==> config.mk <==
export PLATFORM = sky130hd
export DESIGN_NAME = osc_protect_vreg_config
export DESIGN_NICKNAME = d
export VERILOG_FILES = /design/src/osc_guard_pkg.sv /design/src/osc_protect_vreg_config.sv
export SDC_FILE = /design/constraint.sdc
export NUM_CORES = 1
export LEC_CHECK = 0
export BUFFER_PORTS_ARGS = -buffer_cell sky130_fd_sc_hd__buf_4
export CORE_UTILIZATION = 30
export DETAILED_ROUTE_END_ITERATION = 8
export GPL_TIMING_DRIVEN = 0
export PLACE_DENSITY = 0.69
export SETUP_SLACK_MARGIN = 0.3
export SKIP_LAST_GASP = 1
export SLEW_MARGIN = 20
export SYNTH_ARGS = -nofsm -noshare
export SYNTH_HDL_FRONTEND = slang
export SYNTH_SLANG_ARGS = --single-unit
==> constraint.sdc <==
create_clock -name core_clk_i -period 1.5 [get_ports core_clk_i]
set_input_delay 0.3 -clock core_clk_i [delete_from_list [all_inputs] [get_ports core_clk_i]]
set_output_delay 0.3 -clock core_clk_i [all_outputs]
set_load 0.01 [all_outputs]
==> src/osc_guard_pkg.sv <==
package osc_guard_pkg;

  // Register indices as printed; byte address is four times the index
  localparam logic [7:0] IDX_OSC      = 8'h1A;
  localparam logic [7:0] IDX_GUARD    = 8'h1B;
  localparam logic [7:0] IDX_TEST     = 8'h1C;
  localparam logic [7:0] IDX_VREG     = 8'h1D;
  localparam logic [7:0] IDX_OSC2     = 8'h1E;
  localparam logic [7:0] IDX_STATUS   = 8'h1F;
  localparam logic [7:0] ADDR_OSC     = {IDX_OSC[5:0], 2'b00};
  localparam logic [7:0] ADDR_GUARD   = {IDX_GUARD[5:0], 2'b00};
  localparam logic [7:0] ADDR_TEST    = {IDX_TEST[5:0], 2'b00};
  localparam logic [7:0] ADDR_VREG    = {IDX_VREG[5:0], 2'b00};
  localparam logic [7:0] ADDR_OSC2    = {IDX_OSC2[5:0], 2'b00};
  localparam logic [7:0] ADDR_STATUS  = {IDX_STATUS[5:0], 2'b00};

  // Field positions
  localparam int unsigned OSC_ENABLE_BIT   = 7;
  localparam int unsigned OSC2_MONRST_BIT  = 1;
  localparam int unsigned OSC2_SWING_BIT   = 0;
  localparam int unsigned VREG_HIGHV_BIT   = 7;
  localparam int unsigned VREG_EXT_BIT     = 1;
  localparam int unsigned VREG_INT_BIT     = 0;
  localparam int unsigned STAT_UP_BIT      = 0;
  localparam int unsigned STAT_LOCK_BIT    = 1;

  // Key and reset values
  localparam logic [7:0] GUARD_KEY        = 8'h26;
  localparam logic       GUARD_RESET      = 1'b0;
  localparam logic [7:0] TEST_RESET       = 8'h00;
  localparam logic [7:0] VREG_RESET       = 8'h01;
  localparam logic [1:0] OSC2_RESET       = 2'b00;

  // Bus answers
  localparam logic [1:0] RESP_OKAY        = 2'b00;
  localparam logic [1:0] RESP_SLVERR      = 2'b10;

  // Status inputs from the analog side
  typedef struct packed {
    logic pll_locked;
    logic osc_stable;
    logic osc_lost;
  } analog_status_t;

  // Controls toward the oscillator and regulator
  typedef struct packed {
    logic crystal_enable;
    logic monitor_enable;
    logic qualify_by_pll;
    logic ref_from_crystal;
    logic pins_owned;
    logic monitor_reset_enable;
    logic swing_full;
    logic regulator_high_voltage;
    logic external_transistor;
    logic internal_transistor;
  } osc_ctrl_t;

endpackage : osc_guard_pkg

==> src/osc_protect_vreg_config.sv <==
// The AXI4-Lite register port was decided locally.
`timescale 1ns/1ps
// Notes on behaviour
// - Oscillator registers writable only unguarded, PLL-sourced.
// - Oscillator write clears lock and up flags.
// - Disabled crystal: reference from internal oscillator.
// - Enabled crystal: monitor, qualify, divided reference.
// - Enabling crystal claims pins until reset.
// - Monitor reset on loss when enabled.
// - Up flag set on stable oscillation while crystal on.
// - Key 0x26 clears guard, others set.
// - Guard blocks clock configuration register writes.
// - Test register written only in special mode.
// - Regulator written once normally, freely special.
// - Regulator write needs exactly one transistor.
// - Regulator bit 7 selects 5 volt.
// - Bit 1 external, bit 0 internal transistor.
// - Monitor reset enable frozen while crystal on.
// - Swing select frozen while on; upper zero.
// - Reference is crystal over divider plus one.
module osc_protect_vreg_config #(
  parameter int unsigned ADDR_W = 8
) (
  // Clock and reset
  input  wire logic                         core_clk_i,
  input  wire logic                         reset_n_i,
  // AXI4-Lite write address and data
  input  wire logic [ADDR_W-1:0]            s_axi_awaddr_i,
  input  wire logic                         s_axi_awvalid_i,
  output logic                              s_axi_awready_o,
  input  wire logic [31:0]                  s_axi_wdata_i,
  input  wire logic [3:0]                   s_axi_wstrb_i,
  input  wire logic                         s_axi_wvalid_i,
  output logic                              s_axi_wready_o,
  // AXI4-Lite write response
  output logic [1:0]                        s_axi_bresp_o,
  output logic                              s_axi_bvalid_o,
  input  wire logic                         s_axi_bready_i,
  // AXI4-Lite read
  input  wire logic [ADDR_W-1:0]            s_axi_araddr_i,
  input  wire logic                         s_axi_arvalid_i,
  output logic                              s_axi_arready_o,
  output logic [31:0]                       s_axi_rdata_o,
  output logic [1:0]                        s_axi_rresp_o,
  output logic                              s_axi_rvalid_o,
  input  wire logic                         s_axi_rready_i,
  // Clock system context
  input  wire logic                         pll_bus_source_select_i,
  input  wire logic                         special_mode_i,
  input  wire logic [3:0]                   reference_divider_i,
  input  osc_guard_pkg::analog_status_t     analog_status_i,
  // Clock ticks in the core domain
  input  wire logic                         crystal_tick_i,
  input  wire logic                         internal_ref_tick_i,
  // Outputs to the clock system
  output logic                              pll_reference_tick_o,
  output logic                              write_guard_bit_o,
  output logic                              crystal_up_flag_o,
  output logic                              pll_lock_flag_o,
  output logic                              monitor_reset_o,
  output osc_guard_pkg::osc_ctrl_t          osc_ctrl_o
);

  // Register state
  logic       crystal_enable_q, crystal_enable_d;
  logic       pins_owned_q, pins_owned_d;
  logic       monrst_en_q, monrst_en_d;
  logic       swing_q, swing_d;
  logic       guard_q, guard_d;
  logic [7:0] test_q, test_d;
  logic [7:0] vreg_q, vreg_d;
  logic       vreg_once_q, vreg_once_d;
  logic       up_q, up_d;
  logic       lock_q, lock_d;
  logic       stable_q, locked_q;
  logic [3:0] div_cnt_q, div_cnt_d;
  logic       ref_tick_q, ref_tick_d;
  logic       monrst_q, monrst_d;
  // Bus state
  logic       bvalid_q, bvalid_d;
  logic [1:0] bresp_q, bresp_d;
  logic       rvalid_q, rvalid_d;
  logic [1:0] rresp_q, rresp_d;
  logic [31:0] rdata_q, rdata_d;

  logic       wr_fire, rd_fire, lane0;
  logic [7:0] wbyte, waddr, raddr;
  logic       wr_osc, wr_osc2, wr_guard, wr_test, wr_vreg, wr_mapped;
  logic       osc_wr_ok, vreg_legal;

  // Write and read handshakes: both write channels taken together
  assign wr_fire         = s_axi_awvalid_i & s_axi_wvalid_i & ~bvalid_q;
  assign s_axi_awready_o = s_axi_wvalid_i & ~bvalid_q;
  assign s_axi_wready_o  = s_axi_awvalid_i & ~bvalid_q;
  assign rd_fire         = s_axi_arvalid_i & ~rvalid_q;
  assign s_axi_arready_o = ~rvalid_q;

  // Address decode
  assign waddr     = s_axi_awaddr_i[7:0];
  assign raddr     = s_axi_araddr_i[7:0];
  assign wbyte     = s_axi_wdata_i[7:0];
  assign lane0     = s_axi_wstrb_i[0];
  assign wr_osc    = wr_fire & lane0 & (waddr == osc_guard_pkg::ADDR_OSC);
  assign wr_osc2   = wr_fire & lane0 & (waddr == osc_guard_pkg::ADDR_OSC2);
  assign wr_guard  = wr_fire & lane0 & (waddr == osc_guard_pkg::ADDR_GUARD);
  assign wr_test   = wr_fire & lane0 & (waddr == osc_guard_pkg::ADDR_TEST);
  assign wr_vreg   = wr_fire & lane0 & (waddr == osc_guard_pkg::ADDR_VREG);
  assign wr_mapped = (waddr == osc_guard_pkg::ADDR_OSC) | (waddr == osc_guard_pkg::ADDR_OSC2) |
                     (waddr == osc_guard_pkg::ADDR_GUARD) | (waddr == osc_guard_pkg::ADDR_TEST) |
                     (waddr == osc_guard_pkg::ADDR_VREG) | (waddr == osc_guard_pkg::ADDR_STATUS);

  // Write permissions
  assign osc_wr_ok  = ~guard_q & pll_bus_source_select_i;
  assign vreg_legal = wbyte[osc_guard_pkg::VREG_EXT_BIT] ^
                      wbyte[osc_guard_pkg::VREG_INT_BIT];

  // Next state of the configuration registers
  always_comb begin
    crystal_enable_d = crystal_enable_q;
    pins_owned_d     = pins_owned_q;
    monrst_en_d      = monrst_en_q;
    swing_d          = swing_q;
    guard_d          = guard_q;
    test_d           = test_q;
    vreg_d           = vreg_q;
    vreg_once_d      = vreg_once_q;
    if (wr_osc && osc_wr_ok) begin
      crystal_enable_d = wbyte[osc_guard_pkg::OSC_ENABLE_BIT];
      if (wbyte[osc_guard_pkg::OSC_ENABLE_BIT]) begin
        pins_owned_d = 1'b1;
      end
    end
    if (wr_osc2 && osc_wr_ok && !crystal_enable_q) begin
      monrst_en_d = wbyte[osc_guard_pkg::OSC2_MONRST_BIT];
      swing_d     = wbyte[osc_guard_pkg::OSC2_SWING_BIT];
    end
    if (wr_guard) begin
      guard_d = (wbyte != osc_guard_pkg::GUARD_KEY);
    end
    if (wr_test && special_mode_i) begin
      test_d = wbyte;
    end
    if (wr_vreg && vreg_legal && (special_mode_i || !vreg_once_q)) begin
      vreg_d      = wbyte;
      vreg_once_d = 1'b1;
    end
  end

  always_ff @(posedge core_clk_i) begin
    if (!reset_n_i) begin
      crystal_enable_q <= 1'b0;
      pins_owned_q     <= 1'b0;
      monrst_en_q      <= osc_guard_pkg::OSC2_RESET[osc_guard_pkg::OSC2_MONRST_BIT];
      swing_q          <= osc_guard_pkg::OSC2_RESET[osc_guard_pkg::OSC2_SWING_BIT];
      guard_q          <= osc_guard_pkg::GUARD_RESET;
      test_q           <= osc_guard_pkg::TEST_RESET;
      vreg_q           <= osc_guard_pkg::VREG_RESET;
      vreg_once_q      <= 1'b0;
    end else begin
      crystal_enable_q <= crystal_enable_d;
      pins_owned_q     <= pins_owned_d;
      monrst_en_q      <= monrst_en_d;
      swing_q          <= swing_d;
      guard_q          <= guard_d;
      test_q           <= test_d;
      vreg_q           <= vreg_d;
      vreg_once_q      <= vreg_once_d;
    end
  end

  // Status flags: set on a rising stable (crystal on) or locked level, cleared by an oscillator write
  always_comb begin
    up_d   = up_q | (analog_status_i.osc_stable & ~stable_q);
    lock_d = (lock_q | (analog_status_i.pll_locked & ~locked_q)) & analog_status_i.pll_locked;
    if (wr_osc && osc_wr_ok) begin
      up_d   = 1'b0;
      lock_d = 1'b0;
    end
    if (!crystal_enable_q) begin
      up_d = 1'b0;
    end
  end

  // Reference divider and monitor reset
  always_comb begin
    div_cnt_d  = div_cnt_q;
    ref_tick_d = internal_ref_tick_i;
    monrst_d   = crystal_enable_q & monrst_en_q & analog_status_i.osc_lost;
    if (crystal_enable_q) begin
      ref_tick_d = 1'b0;
      if (crystal_tick_i) begin
        if (div_cnt_q >= reference_divider_i) begin
          div_cnt_d  = 4'h0;
          ref_tick_d = 1'b1;
        end else begin
          div_cnt_d = div_cnt_q + 4'h1;
        end
      end
    end else begin
      div_cnt_d = 4'h0;
    end
  end

  always_ff @(posedge core_clk_i) begin
    if (!reset_n_i) begin
      up_q       <= 1'b0;
      lock_q     <= 1'b0;
      stable_q   <= 1'b0;
      locked_q   <= 1'b0;
      div_cnt_q  <= 4'h0;
      ref_tick_q <= 1'b0;
      monrst_q   <= 1'b0;
    end else begin
      up_q       <= up_d;
      lock_q     <= lock_d;
      stable_q   <= analog_status_i.osc_stable;
      locked_q   <= analog_status_i.pll_locked;
      div_cnt_q  <= div_cnt_d;
      ref_tick_q <= ref_tick_d;
      monrst_q   <= monrst_d;
    end
  end

  // Bus responses and read mux
  always_comb begin
    bvalid_d = bvalid_q;
    bresp_d  = bresp_q;
    rvalid_d = rvalid_q;
    rresp_d  = rresp_q;
    rdata_d  = rdata_q;
    if (bvalid_q && s_axi_bready_i) begin
      bvalid_d = 1'b0;
    end
    if (wr_fire) begin
      bvalid_d = 1'b1;
      bresp_d  = wr_mapped ? osc_guard_pkg::RESP_OKAY : osc_guard_pkg::RESP_SLVERR;
    end
    if (rvalid_q && s_axi_rready_i) begin
      rvalid_d = 1'b0;
    end
    if (rd_fire) begin
      rvalid_d = 1'b1;
      rresp_d  = osc_guard_pkg::RESP_OKAY;
      rdata_d  = 32'h0000_0000;
      case (raddr)
        osc_guard_pkg::ADDR_OSC: begin
          rdata_d[osc_guard_pkg::OSC_ENABLE_BIT] = crystal_enable_q;
        end
        osc_guard_pkg::ADDR_GUARD: begin
          rdata_d[0] = guard_q;
        end
        osc_guard_pkg::ADDR_TEST: begin
          rdata_d[7:0] = test_q;
        end
        osc_guard_pkg::ADDR_VREG: begin
          rdata_d[7:0] = vreg_q;
        end
        osc_guard_pkg::ADDR_OSC2: begin
          rdata_d[osc_guard_pkg::OSC2_MONRST_BIT] = monrst_en_q;
          rdata_d[osc_guard_pkg::OSC2_SWING_BIT]  = swing_q;
        end
        osc_guard_pkg::ADDR_STATUS: begin
          rdata_d[osc_guard_pkg::STAT_UP_BIT]   = up_q;
          rdata_d[osc_guard_pkg::STAT_LOCK_BIT] = lock_q;
        end
        default: begin
          rresp_d = osc_guard_pkg::RESP_SLVERR;
        end
      endcase
    end
  end

  always_ff @(posedge core_clk_i) begin
    if (!reset_n_i) begin
      bvalid_q <= 1'b0;
      bresp_q  <= osc_guard_pkg::RESP_OKAY;
      rvalid_q <= 1'b0;
      rresp_q  <= osc_guard_pkg::RESP_OKAY;
      rdata_q  <= 32'h0000_0000;
    end else begin
      bvalid_q <= bvalid_d;
      bresp_q  <= bresp_d;
      rvalid_q <= rvalid_d;
      rresp_q  <= rresp_d;
      rdata_q  <= rdata_d;
    end
  end

  // Output drive
  assign s_axi_bvalid_o       = bvalid_q;
  assign s_axi_bresp_o        = bresp_q;
  assign s_axi_rvalid_o       = rvalid_q;
  assign s_axi_rresp_o        = rresp_q;
  assign s_axi_rdata_o        = rdata_q;
  assign pll_reference_tick_o = ref_tick_q;
  assign write_guard_bit_o    = guard_q;
  assign crystal_up_flag_o    = up_q;
  assign pll_lock_flag_o      = lock_q;
  assign monitor_reset_o      = monrst_q;

  // Control bundle toward the analog blocks
  always_comb begin
    osc_ctrl_o.crystal_enable         = crystal_enable_q;
    osc_ctrl_o.monitor_enable         = crystal_enable_q;
    osc_ctrl_o.qualify_by_pll         = crystal_enable_q;
    osc_ctrl_o.ref_from_crystal       = crystal_enable_q;
    osc_ctrl_o.pins_owned             = pins_owned_q;
    osc_ctrl_o.monitor_reset_enable   = monrst_en_q;
    osc_ctrl_o.swing_full             = swing_q;
    osc_ctrl_o.regulator_high_voltage = vreg_q[osc_guard_pkg::VREG_HIGHV_BIT];
    osc_ctrl_o.external_transistor    = vreg_q[osc_guard_pkg::VREG_EXT_BIT];
    osc_ctrl_o.internal_transistor    = vreg_q[osc_guard_pkg::VREG_INT_BIT];
  end
endmodule : osc_protect_vreg_config

After elaboration in Yosys (flattened, before gate mapping)
Cells that the tools add are included.
{"block": "op_classes", "addsub": 1, "multipliers": 0, "div": 0, "magnitude_cmp": 1, "eq_ne": 13, "shift": 0, "muxes": 14, "bitwise": 32, "reduce_logical": 18}
{"operator": "equality test 8 x 7 -> 1 bit (second input constant)", "n": 12}
{"operator": "AND 1 bit", "n": 17}
{"operator": "one-hot mux 5 bit (2 select lines)", "n": 1}
{"operator": "logical AND 1 bit", "n": 8}
{"operator": "!= test 8 x 6 -> 1 bit (second input constant)", "n": 1}
{"operator": "two-way mux 1 bit", "n": 7}
{"operator": "inverter 1 bit", "n": 7}
{"operator": "bitwise OR 1 bit", "n": 7}
{"operator": "OR reduction 6 bit", "n": 1}
{"operator": "one-hot mux 1 bit (5 select lines)", "n": 1}
{"operator": "adder 4 x 1 -> 4 bit (second input constant)", "n": 1}
{"operator": "greater-or-equal comparator 4 bit", "n": 1}
{"operator": "two-way mux 2 bit", "n": 2}
{"operator": "two-way mux 4 bit", "n": 1}
{"operator": "one-hot mux 1 bit (4 select lines)", "n": 1}
{"operator": "AND reduction 2 bit", "n": 2}
{"operator": "nonzero test 2 bit", "n": 2}
{"operator": "one-hot mux 1 bit (3 select lines)", "n": 1}
{"operator": "OR reduction 3 bit", "n": 1}
{"operator": "logical NOT 1 bit", "n": 2}
{"operator": "OR reduction 2 bit", "n": 1}
{"operator": "logical OR 1 bit", "n": 1}
{"operator": "XOR 1 bit", "n": 1}
{"block": "word_totals", "regBits": 46, "latch_bits": 0, "ramBits": 0, "mem_bits_ro": 0, "in_bits": 70, "output_inout_bits": 56, "elab_cells": 99, "mem_count": 0}

Longest topological paths before layout
Gate-level depths: netlist (run 1).
{"block": "logic_depth", "ltp_word": 7, "mapped_depth": 6, "mapped_depth_nobuf": 6}

Least setup slack after synthesis (run 1)
OpenSTA, ideal clock, no wires.
{"block": "synth_timing", "path_type": "input -> register", "startpoint": "in s_axi_awaddr_i[1]", "endpoint": "reg vreg_q[0]", "arrival_ns": 1.492, "required_time_ns": 1.375, "slack_ns": -0.118, "stages": 4, "path_buffers": 0, "cell_sequence": "or3b_4 > nor4_4 > nand3_2 > mux2i_1"}
{"block": "synth_via", "elab_chain_len": 4}
{"item": "start, declared", "line_no": "osc_protect_vreg_config.sv:28", "text": "input wire logic [ADDR_W-1:0] s_axi_awaddr_i,"}
{"item": "equality test 8 x 7 -> 1 bit", "line_no": "osc_protect_vreg_config.sv:107", "text": "assign wr_vreg = wr_fire & lane0 & (waddr == osc_guard_pkg::ADDR_VREG);"}
{"item": "AND 1 bit", "line_no": "osc_protect_vreg_config.sv:107"}
{"item": "logical AND 1 bit (2 in a row)", "line_no": "osc_protect_vreg_config.sv:143", "text": "if (wr_vreg && vreg_legal && (special_mode_i || !vreg_once_q)) begin"}
{"item": "end signal, assigned", "line_no": "osc_protect_vreg_config.sv:157", "text": "vreg_q <= osc_guard_pkg::VREG_RESET;"}
{"item": "end signal, assigned", "line_no": "osc_protect_vreg_config.sv:166", "text": "vreg_q <= vreg_d;"}
{"item": "end, declared", "line_no": "osc_protect_vreg_config.sv:71", "text": "logic [7:0] vreg_q, vreg_d;"}
No other way between the ends.
A chain may end at the register's enable or synchronous reset.

Final worst setup path (run 1)
{"block": "layout_timing", "startpoint": "reg div_cnt_q[0]", "endpoint": "reg div_cnt_q[0]"}
{"block": "layout_via", "elab_chain_len": 2, "word_cells_on_any_way": 3}
{"item": "start, declared", "line_no": "osc_protect_vreg_config.sv:76", "text": "logic [3:0] div_cnt_q, div_cnt_d;"}
{"item": "start signal, assigned", "line_no": "osc_protect_vreg_config.sv:218", "text": "div_cnt_q <= div_cnt_d;"}
{"item": "adder 4 x 1 -> 4 bit or greater-or-equal comparator 4 bit (tied branches)", "line_no": "osc_protect_vreg_config.sv:196, osc_protect_vreg_config.sv:192"}
{"item": "two-way mux 4 bit (*)", "line_no": "osc_protect_vreg_config.sv:192", "text": "if (div_cnt_q >= reference_divider_i) begin"}
Mark *: on every way between the ends. The rest lies on a longest branch, timed or not.

==> results.yml, run 1 <==
yosys:
  syn_avg_cell_area_um2: 8.99
  syn_inst: 258
  ys_types: 42
  muxShareOfSynthArea_pct: 13.4
  synth_top_family_by_area: "simple AND/OR/NAND/NOR gates"
  synth_compound_area_share_pct: 8.04
  yosys.area.top_type: "dfxtp_1"
  synth_fa_ha_area_share_pct: 3.24
  yosys_warnings: 0
  synth-seq-area-share_pct: 38.0
  synthTopCellsByArea: "dfxtp_1, buf_4, mux2i_1"
  ys_ff_latch: 44
  synth-simple-area-share_pct: 21.7
  synth_top_area_share_pct: 38.0
  synth_xor_area_share_pct: 1.13
  synthesis.area_mm2: 0.00232
clocking:
  numCtsBuffers: 5
  clkTransAtPathRegs_ns: 0.08
  clock-root-buffer: "clkbuf_8"
  h-tree-depth: 2
  clock_path_buffers: 2
  clk_latency_ns: 0.31
  clock-sinks: 44
  cts_hold_buffers: 0
  tritoncts: "done"
finish:
  diodes: 0
  synthToLayoutAreaGrowth_pct: 58.0
  final_area_mm2: 0.00366
  layout.nets: 459
  post_route_cells_drive_above_1_share_pct: 48.7
floorplanning:
  die_area_mm2: 0.00808
  core.rowCount: 31
  die_x_um: 89.9
  core_mm2: 0.00737
  die_y_um: 89.9
  start_util_pct: 31.5
  ioPinCount: 126
timing:
  clock_skew_ns: 0.0122
  fin_crit_ns: 1.50
  fin_ws_ns: 0.000122
  drv_slew: 0
  max_freq_mhz: 667
  rsz0062_at_grt: "true"
  hold_viol_final: 0
  relSlewSlack_pct: 64.4
  hold_ws_ns: 0.214
  setup_violations: 0
  timing.final.crit_share_pct: 100
  worst_pin_slew_ns: 0.534
global_routing:
  first_global_vias: 1990
  grt-ovfl-total: 0
  grt_use_total_pct: 15.1
  grt_max_degree: 16
  use_met3_pct: 3.30
  use_met1_pct: 18.4
  antenna_found_initial: 0
  grt.busiest_layer: "met2"
  grt_util_met2_pct: 25.8
  grt_pass1_wl_mm: 9.54
worst_setup_path:
  path_buf_inv: 1
  critPathMaxFanout: 4
  cp_cell_sequence: "inv_2, ha_4, nand2b_4, a211o_1, a31o_4, a211oi_2"
  end_kind: "register"
  crit_cells: 6
  cp_slowest_cell: "dfxtp_2"
  cp_top_family: "compound AO/OA/AOI/OAI gates"
  cp.arrival_ns: 1.72
  critPathMaxStageDelay_ns: 0.35
  ff2ff_path_depth: 6
  required_ns: 1.72
  path_class: "register to register"
  critPathLaunchType: "register"
route:
  ant_nets: 0
  drt_iter0_drc: 55
  drc_errors: 0
  vias: 2129
  firstDrtPassIters: 4
  routed_wl_mm: 5.97
  wl_per_cell_um: 12.4
  routed_via_density: 4.41
worst_hold_path:
  hold_depth: 3
  min_path_type: "input port to register"
pwr:
  leakage_nw: 1.78
  ir_worst_vdd_mv: 0.362
  power.density_mw_per_mm2: 696
placed_design:
  postPlaceCellArea_mm2: 0.00313
  dp_slack_ns: -0.304
  place_hpwl_mm: 4.46
  io_buffer_count: 71
  gp_congestion: 0.761
outcome:
  status: "finished clean"
job:
  drv_cap: 0
==> worst reg2reg max path: cells and delay by family (launching register included) <==
family	cells	cell delay [ns]
compound gates	3	0.69
flops	1	0.35
fa+ha+maj	1	0.20
simple gates	1	0.13
buf+inv	1	0.05
==> final cells by class <==
| type | instances | area [um2] |
|---|---|---|
| Buffer | 43 | 335 |
| Timing Repair Buffer | 93 | 766 |
| Clock buffer | 5 | 68.8 |
| Clock inverter | 3 | 46.3 |
| Multi-Input combinational cell | 187 | 1390 |
| Tap cell | 99 | 124 |
| Inverter | 9 | 33.8 |
| Sequential cell | 44 | 900 |
| Fill cell | 721 | 3710 |
==> stage by stage <==
step	setup TNS [ns]	power (mW)	utilization (%)	instances
2_1_floorplan	-0.0161	1.42	-	283
3_3_place_gp	-4.49	1.57	42.4	453
3_5_place_dp	-5.09	1.57	42.4	453
4_1_cts	-0.000952	2.54	48.2	479
5_1_grt	-0.180	2.64	49.7	483
6_report	0	2.55	49.7	483
==> state kept, by name (all words and copies together), names as in the netlist, 4 cells and up <==
name	flops
s_axi_rdata_o	8
test_q	8
vreg_q	8
div_cnt_q	4
==> report_power, final <==
| group | internal [mW] | total [mW] | switching [mW] |
|---|---|---|---|
| Clock | 0.502 | 0.947 | 0.445 |
| Combinational | 0.220 | 0.417 | 0.197 |
| Sequential | 1.18 | 1.19 | 0.00795 |
| Total | 1.90 | 2.55 | 0.650 |
==> kinds of logic (layout without fill, tap and decap cells) <==
| group | after synthesis | count (layout) |
|---|---|---|
| other | 1 | 26 |
| flip-flops | 44 | 44 |
| AO/OA/AOI/OAI | 30 | 30 |
| multiplexers | 29 | 29 |
| AND/OR/NAND/NOR | 93 | 93 |
| adder cells (fa/ha/maj) | 6 | 6 |
| XOR/XNOR | 3 | 3 |
| buffers and inverters | 52 | 153 |
==> per-layer routing <==
metal  share of wire (%)  wire length (um)
met1                  45              2680
met2                  49              2920
met3                 4.6               277
met4                 1.5                89
met5                   0                 0
==> cell usage after synthesis, drive strengths merged <==
cell	count
o21ai	3
clkbuf	6
clkinv	1
a211o	1
or3b	1
ha	6
nand3	7
mux2i	22
or2	1
a22oi	5
a31o	1
inv	8
nor3	2
nand2	32
xor2	2
nand3b	1
a31oi	1
nand4bb	3
mux2	6
dfxtp	44
nor2	20
xnor2	1
and3	1
buf	37
conb	1
nand4	2
or4bb	1
mux4	1
nand2b	7
nor4b	1
a211oi	5
o31ai	1
nor4	5
and2	2
a21oi	13
nand4b	1
nor3b	1
nor2b	5
==> path summary, 6_finish.rpt <==
check	startpoint	to	slack, ns
max	div_cnt_q[0]$_SDFFE_PN0P_	div_cnt_q[0]$_SDFFE_PN0P_	0.0001
min	analog_status_i[0]	monitor_reset_o$_SDFF_PN0_	0.21
max reg2reg	div_cnt_q[0]$_SDFFE_PN0P_	div_cnt_q[0]$_SDFFE_PN0P_	0.0001
min reg2reg	s_axi_rdata_o[1]$_SDFFE_PN0P_	s_axi_rdata_o[1]$_SDFFE_PN0P_	0.46
==> repair_timing <==
| action | 4_1_cts | 5_1_grt |
|---|---|---|
| setup buffers | 18 | 4 |
| pin swaps | 9 | 3 |
| setup endpoints to repair | 48 | 51 |
| resized for setup | 41 | 21 |
==> layout by cell type, fill, tap and decap left out, types with 2 or more instances in the layout <==
| cell | netlist | routed |
|---|---|---|
| mux2_2 | 6 | 6 |
| a211oi_2 | 0 | 4 |
| dfxtp_2 | 0 | 9 |
| nand2_1 | 32 | 31 |
| nor4_4 | 1 | 4 |
| nor2b_1 | 5 | 3 |
| nor3_1 | 2 | 2 |
| o21ai_0 | 3 | 2 |
| buf_6 | 0 | 27 |
| conb_1 | 1 | 26 |
| nand4_1 | 2 | 2 |
| clkbuf_1 | 6 | 5 |
| ha_1 | 6 | 5 |
| xor2_1 | 2 | 2 |
| nor2b_4 | 0 | 2 |
| nand2b_1 | 7 | 5 |
| nand4bb_1 | 3 | 2 |
| nor2_1 | 20 | 20 |
| clkbuf_8 | 0 | 5 |
| mux2i_1 | 22 | 22 |
| inv_1 | 8 | 7 |
| and2_1 | 2 | 2 |
| a21oi_1 | 13 | 10 |
| nand3_4 | 0 | 2 |
| a21oi_2 | 0 | 3 |
| buf_4 | 36 | 103 |
| dfxtp_1 | 44 | 33 |
| nand2b_4 | 0 | 2 |
| a22oi_2 | 0 | 4 |
| dfxtp_4 | 0 | 2 |
| nand3_1 | 5 | 4 |
(Power assumes the default switching activity.)
==> run 2, diff against run 1 <==
- REMOVE_ABC_BUFFERS: unset -> 1
==> results.yml, run 2 (same netlist as run 1, synthesis figures left out) <==
outcome:
  status: "finished clean"
route:
  routed_wl_mm: 5.63
  routed_via_density: 4.49
  firstDrtPassIters: 4
  drt_iter0_drc: 47
  ant_nets: 0
  wl_per_cell_um: 12.9
  vias: 1965
  drc_errors: 0
worst_setup_path:
  reg2reg_to: "div_cnt_q[2]$_SDFFE_PN0P_"
  regToRegStartpoint: "div_cnt_q[1]$_SDFFE_PN0P_"
  end_kind: "register"
  path_buf_inv: 0
  critPathMaxFanout: 4
  critPathLaunchType: "register"
  cp.arrival_ns: 1.71
  cp_slowest_cell: "dfxtp_1"
  r2r_slack_ns: 0.009
  critPathMaxStageDelay_ns: 0.41
  cp_cell_sequence: "ha_1, a211o_1, a31o_4, a211oi_2"
  cp_top_family: "compound AO/OA/AOI/OAI gates"
  ff2ff_path_depth: 4
  required_ns: 1.72
  path_class: "register to register"
finish:
  diodes: 0
  instances_no_fill: 438
  final_common_cell: "buf_4"
  fillCellCount: 734
  post-route-util_pct: 43.9
  final_area_mm2: 0.00324
  post_route_cells_drive_above_1_share_pct: 40.1
  multi_input_area_mm2: 0.00137
  layout.nets: 414
  synthToLayoutAreaGrowth_pct: 39.7
  layout.area.seq_um2: 897
  mostFrequentLayoutCells: "buf_4, dfxtp_1, nand2_1"
clocking:
  clk_latency_ns: 0.30
  clock_path_buffers: 2
  clkTransAtPathRegs_ns: 0.08
  tritoncts: "done"
  cts_hold_buffers: 0
  h-tree-depth: 2
  numCtsBuffers: 5
  clock-root-buffer: "clkbuf_8"
  clock-sinks: 44
floorplanning:
  start_util_pct: 31.5
  die_area_mm2: 0.00808
  ioPinCount: 126
  core.rowCount: 31
  die_y_um: 89.9
  core_mm2: 0.00737
  die_x_um: 89.9
placed_design:
  placed_cells: 411
  postPlaceCellArea_mm2: 0.00278
  dp_slack_ns: -0.406
  place_hpwl_mm: 3.95
  io_buffer_count: 72
  gp_congestion: 0.760
worst_hold_path:
  min-delay-start: "analog_status_i[1]"
  whs_endpoint: "stable_q$_SDFF_PN0_"
  hold_depth: 2
  min_path_type: "input port to register"
global_routing:
  grt_use_total_pct: 13.5
  grt_pass1_wl_mm: 8.71
  first_global_vias: 1822
  grt-ovfl-total: 0
  grt_max_degree: 33
  antenna_found_initial: 0
timing:
  setup_violations: 0
  fin_ws_ns: 0.00892
  max_freq_mhz: 671
  rsz0062_at_grt: "true"
  fin_setup_tns_ns: 0
  clock_skew_ns: 0.00517
  worst_pin_slew_ns: 0.565
  hold_viol_final: 0
  timing.final.crit_share_pct: 99.4
  drv_slew: 0
  hold_ws_ns: 0.220
  relSlewSlack_pct: 62.1
  fin_crit_ns: 1.49
job:
  drv_cap: 0
pwr:
  leakage_nw: 1.52
  power.density_mw_per_mm2: 716
  finalPower_mw: 2.32
  ir_worst_vdd_mv: 0.345
run 2: cell types whose count changed in the layout (fill, tap and decap cells not counted), moves of 2 or more:
cell | before | now
a22oi_1 | 1 | 5
dfxtp_1 | 33 | 37
a22oi_2 | 4 | 0
dfxtp_2 | 9 | 4
a21oi_2 | 3 | 1
a21oi_1 | 10 | 12
clkbuf_1 | 5 | 0
buf_4 | 103 | 81
buf_6 | 27 | 10
run 2: cell type report:
cell class | instances | area share [%]
clock buffer | 6 | 2.55
clock inverter | 2 | 0.464
inverter | 9 | 1.04
multi-input combinational | 187 | 42.2
sequential | 44 | 27.7
tap | 99 | 3.83
timing repair buffer | 91 | 22.3
run 2: worst reg2reg max path: stages, from the launching register on:
cell and delay, ns:
dfxtp_1 0.41, ha_1 0.26, a211o_1 0.32, a31o_4 0.25, a211oi_2 0.17
run 2: how the worst max path moves through the flow:
stage                              start                   endpoint  slack [ns]  cells past startpoint
2_1_floorplan          s_axi_awaddr_i[1]     vreg_q[0]$_SDFFE_PN1P_       -0.12                      4
3_3_place_gp           s_axi_awaddr_i[1]     vreg_q[1]$_SDFFE_PN0P_       -0.38                      5
3_5_place_dp           s_axi_awaddr_i[1]     vreg_q[4]$_SDFFE_PN0P_       -0.41                      5
4_1_cts        div_cnt_q[0]$_SDFFE_PN0P_  div_cnt_q[0]$_SDFFE_PN0P_        0.02                      6
5_1_grt        div_cnt_q[1]$_SDFFE_PN0P_  div_cnt_q[0]$_SDFFE_PN0P_       -0.04                      4
6_report       div_cnt_q[1]$_SDFFE_PN0P_  div_cnt_q[2]$_SDFFE_PN0P_       0.009                      4
run 2: routing by layer:
layer	part of all wire, %	track usage (%)	up-vias
li1	-	-	987
met1	44	16.3	897
met2	48	21.9	74
met3	6.4	4.74	7
met4	1.2	5.65	0
met5	0	0	-
run 2: power breakdown:
part	internal (mW)	total, mW	switching, mW
combinational	0.173	0.356	0.183
clock	0.373	0.779	0.406
sequential	1.18	1.18	0.00797
run 2: timing repair:
item | 4_1_cts | 5_1_grt
gates resized for setup | 31 | 17
buffers inserted | 12 | 7
endpoints found under the setup margin | 42 | 45
pin swaps | 15 | 3
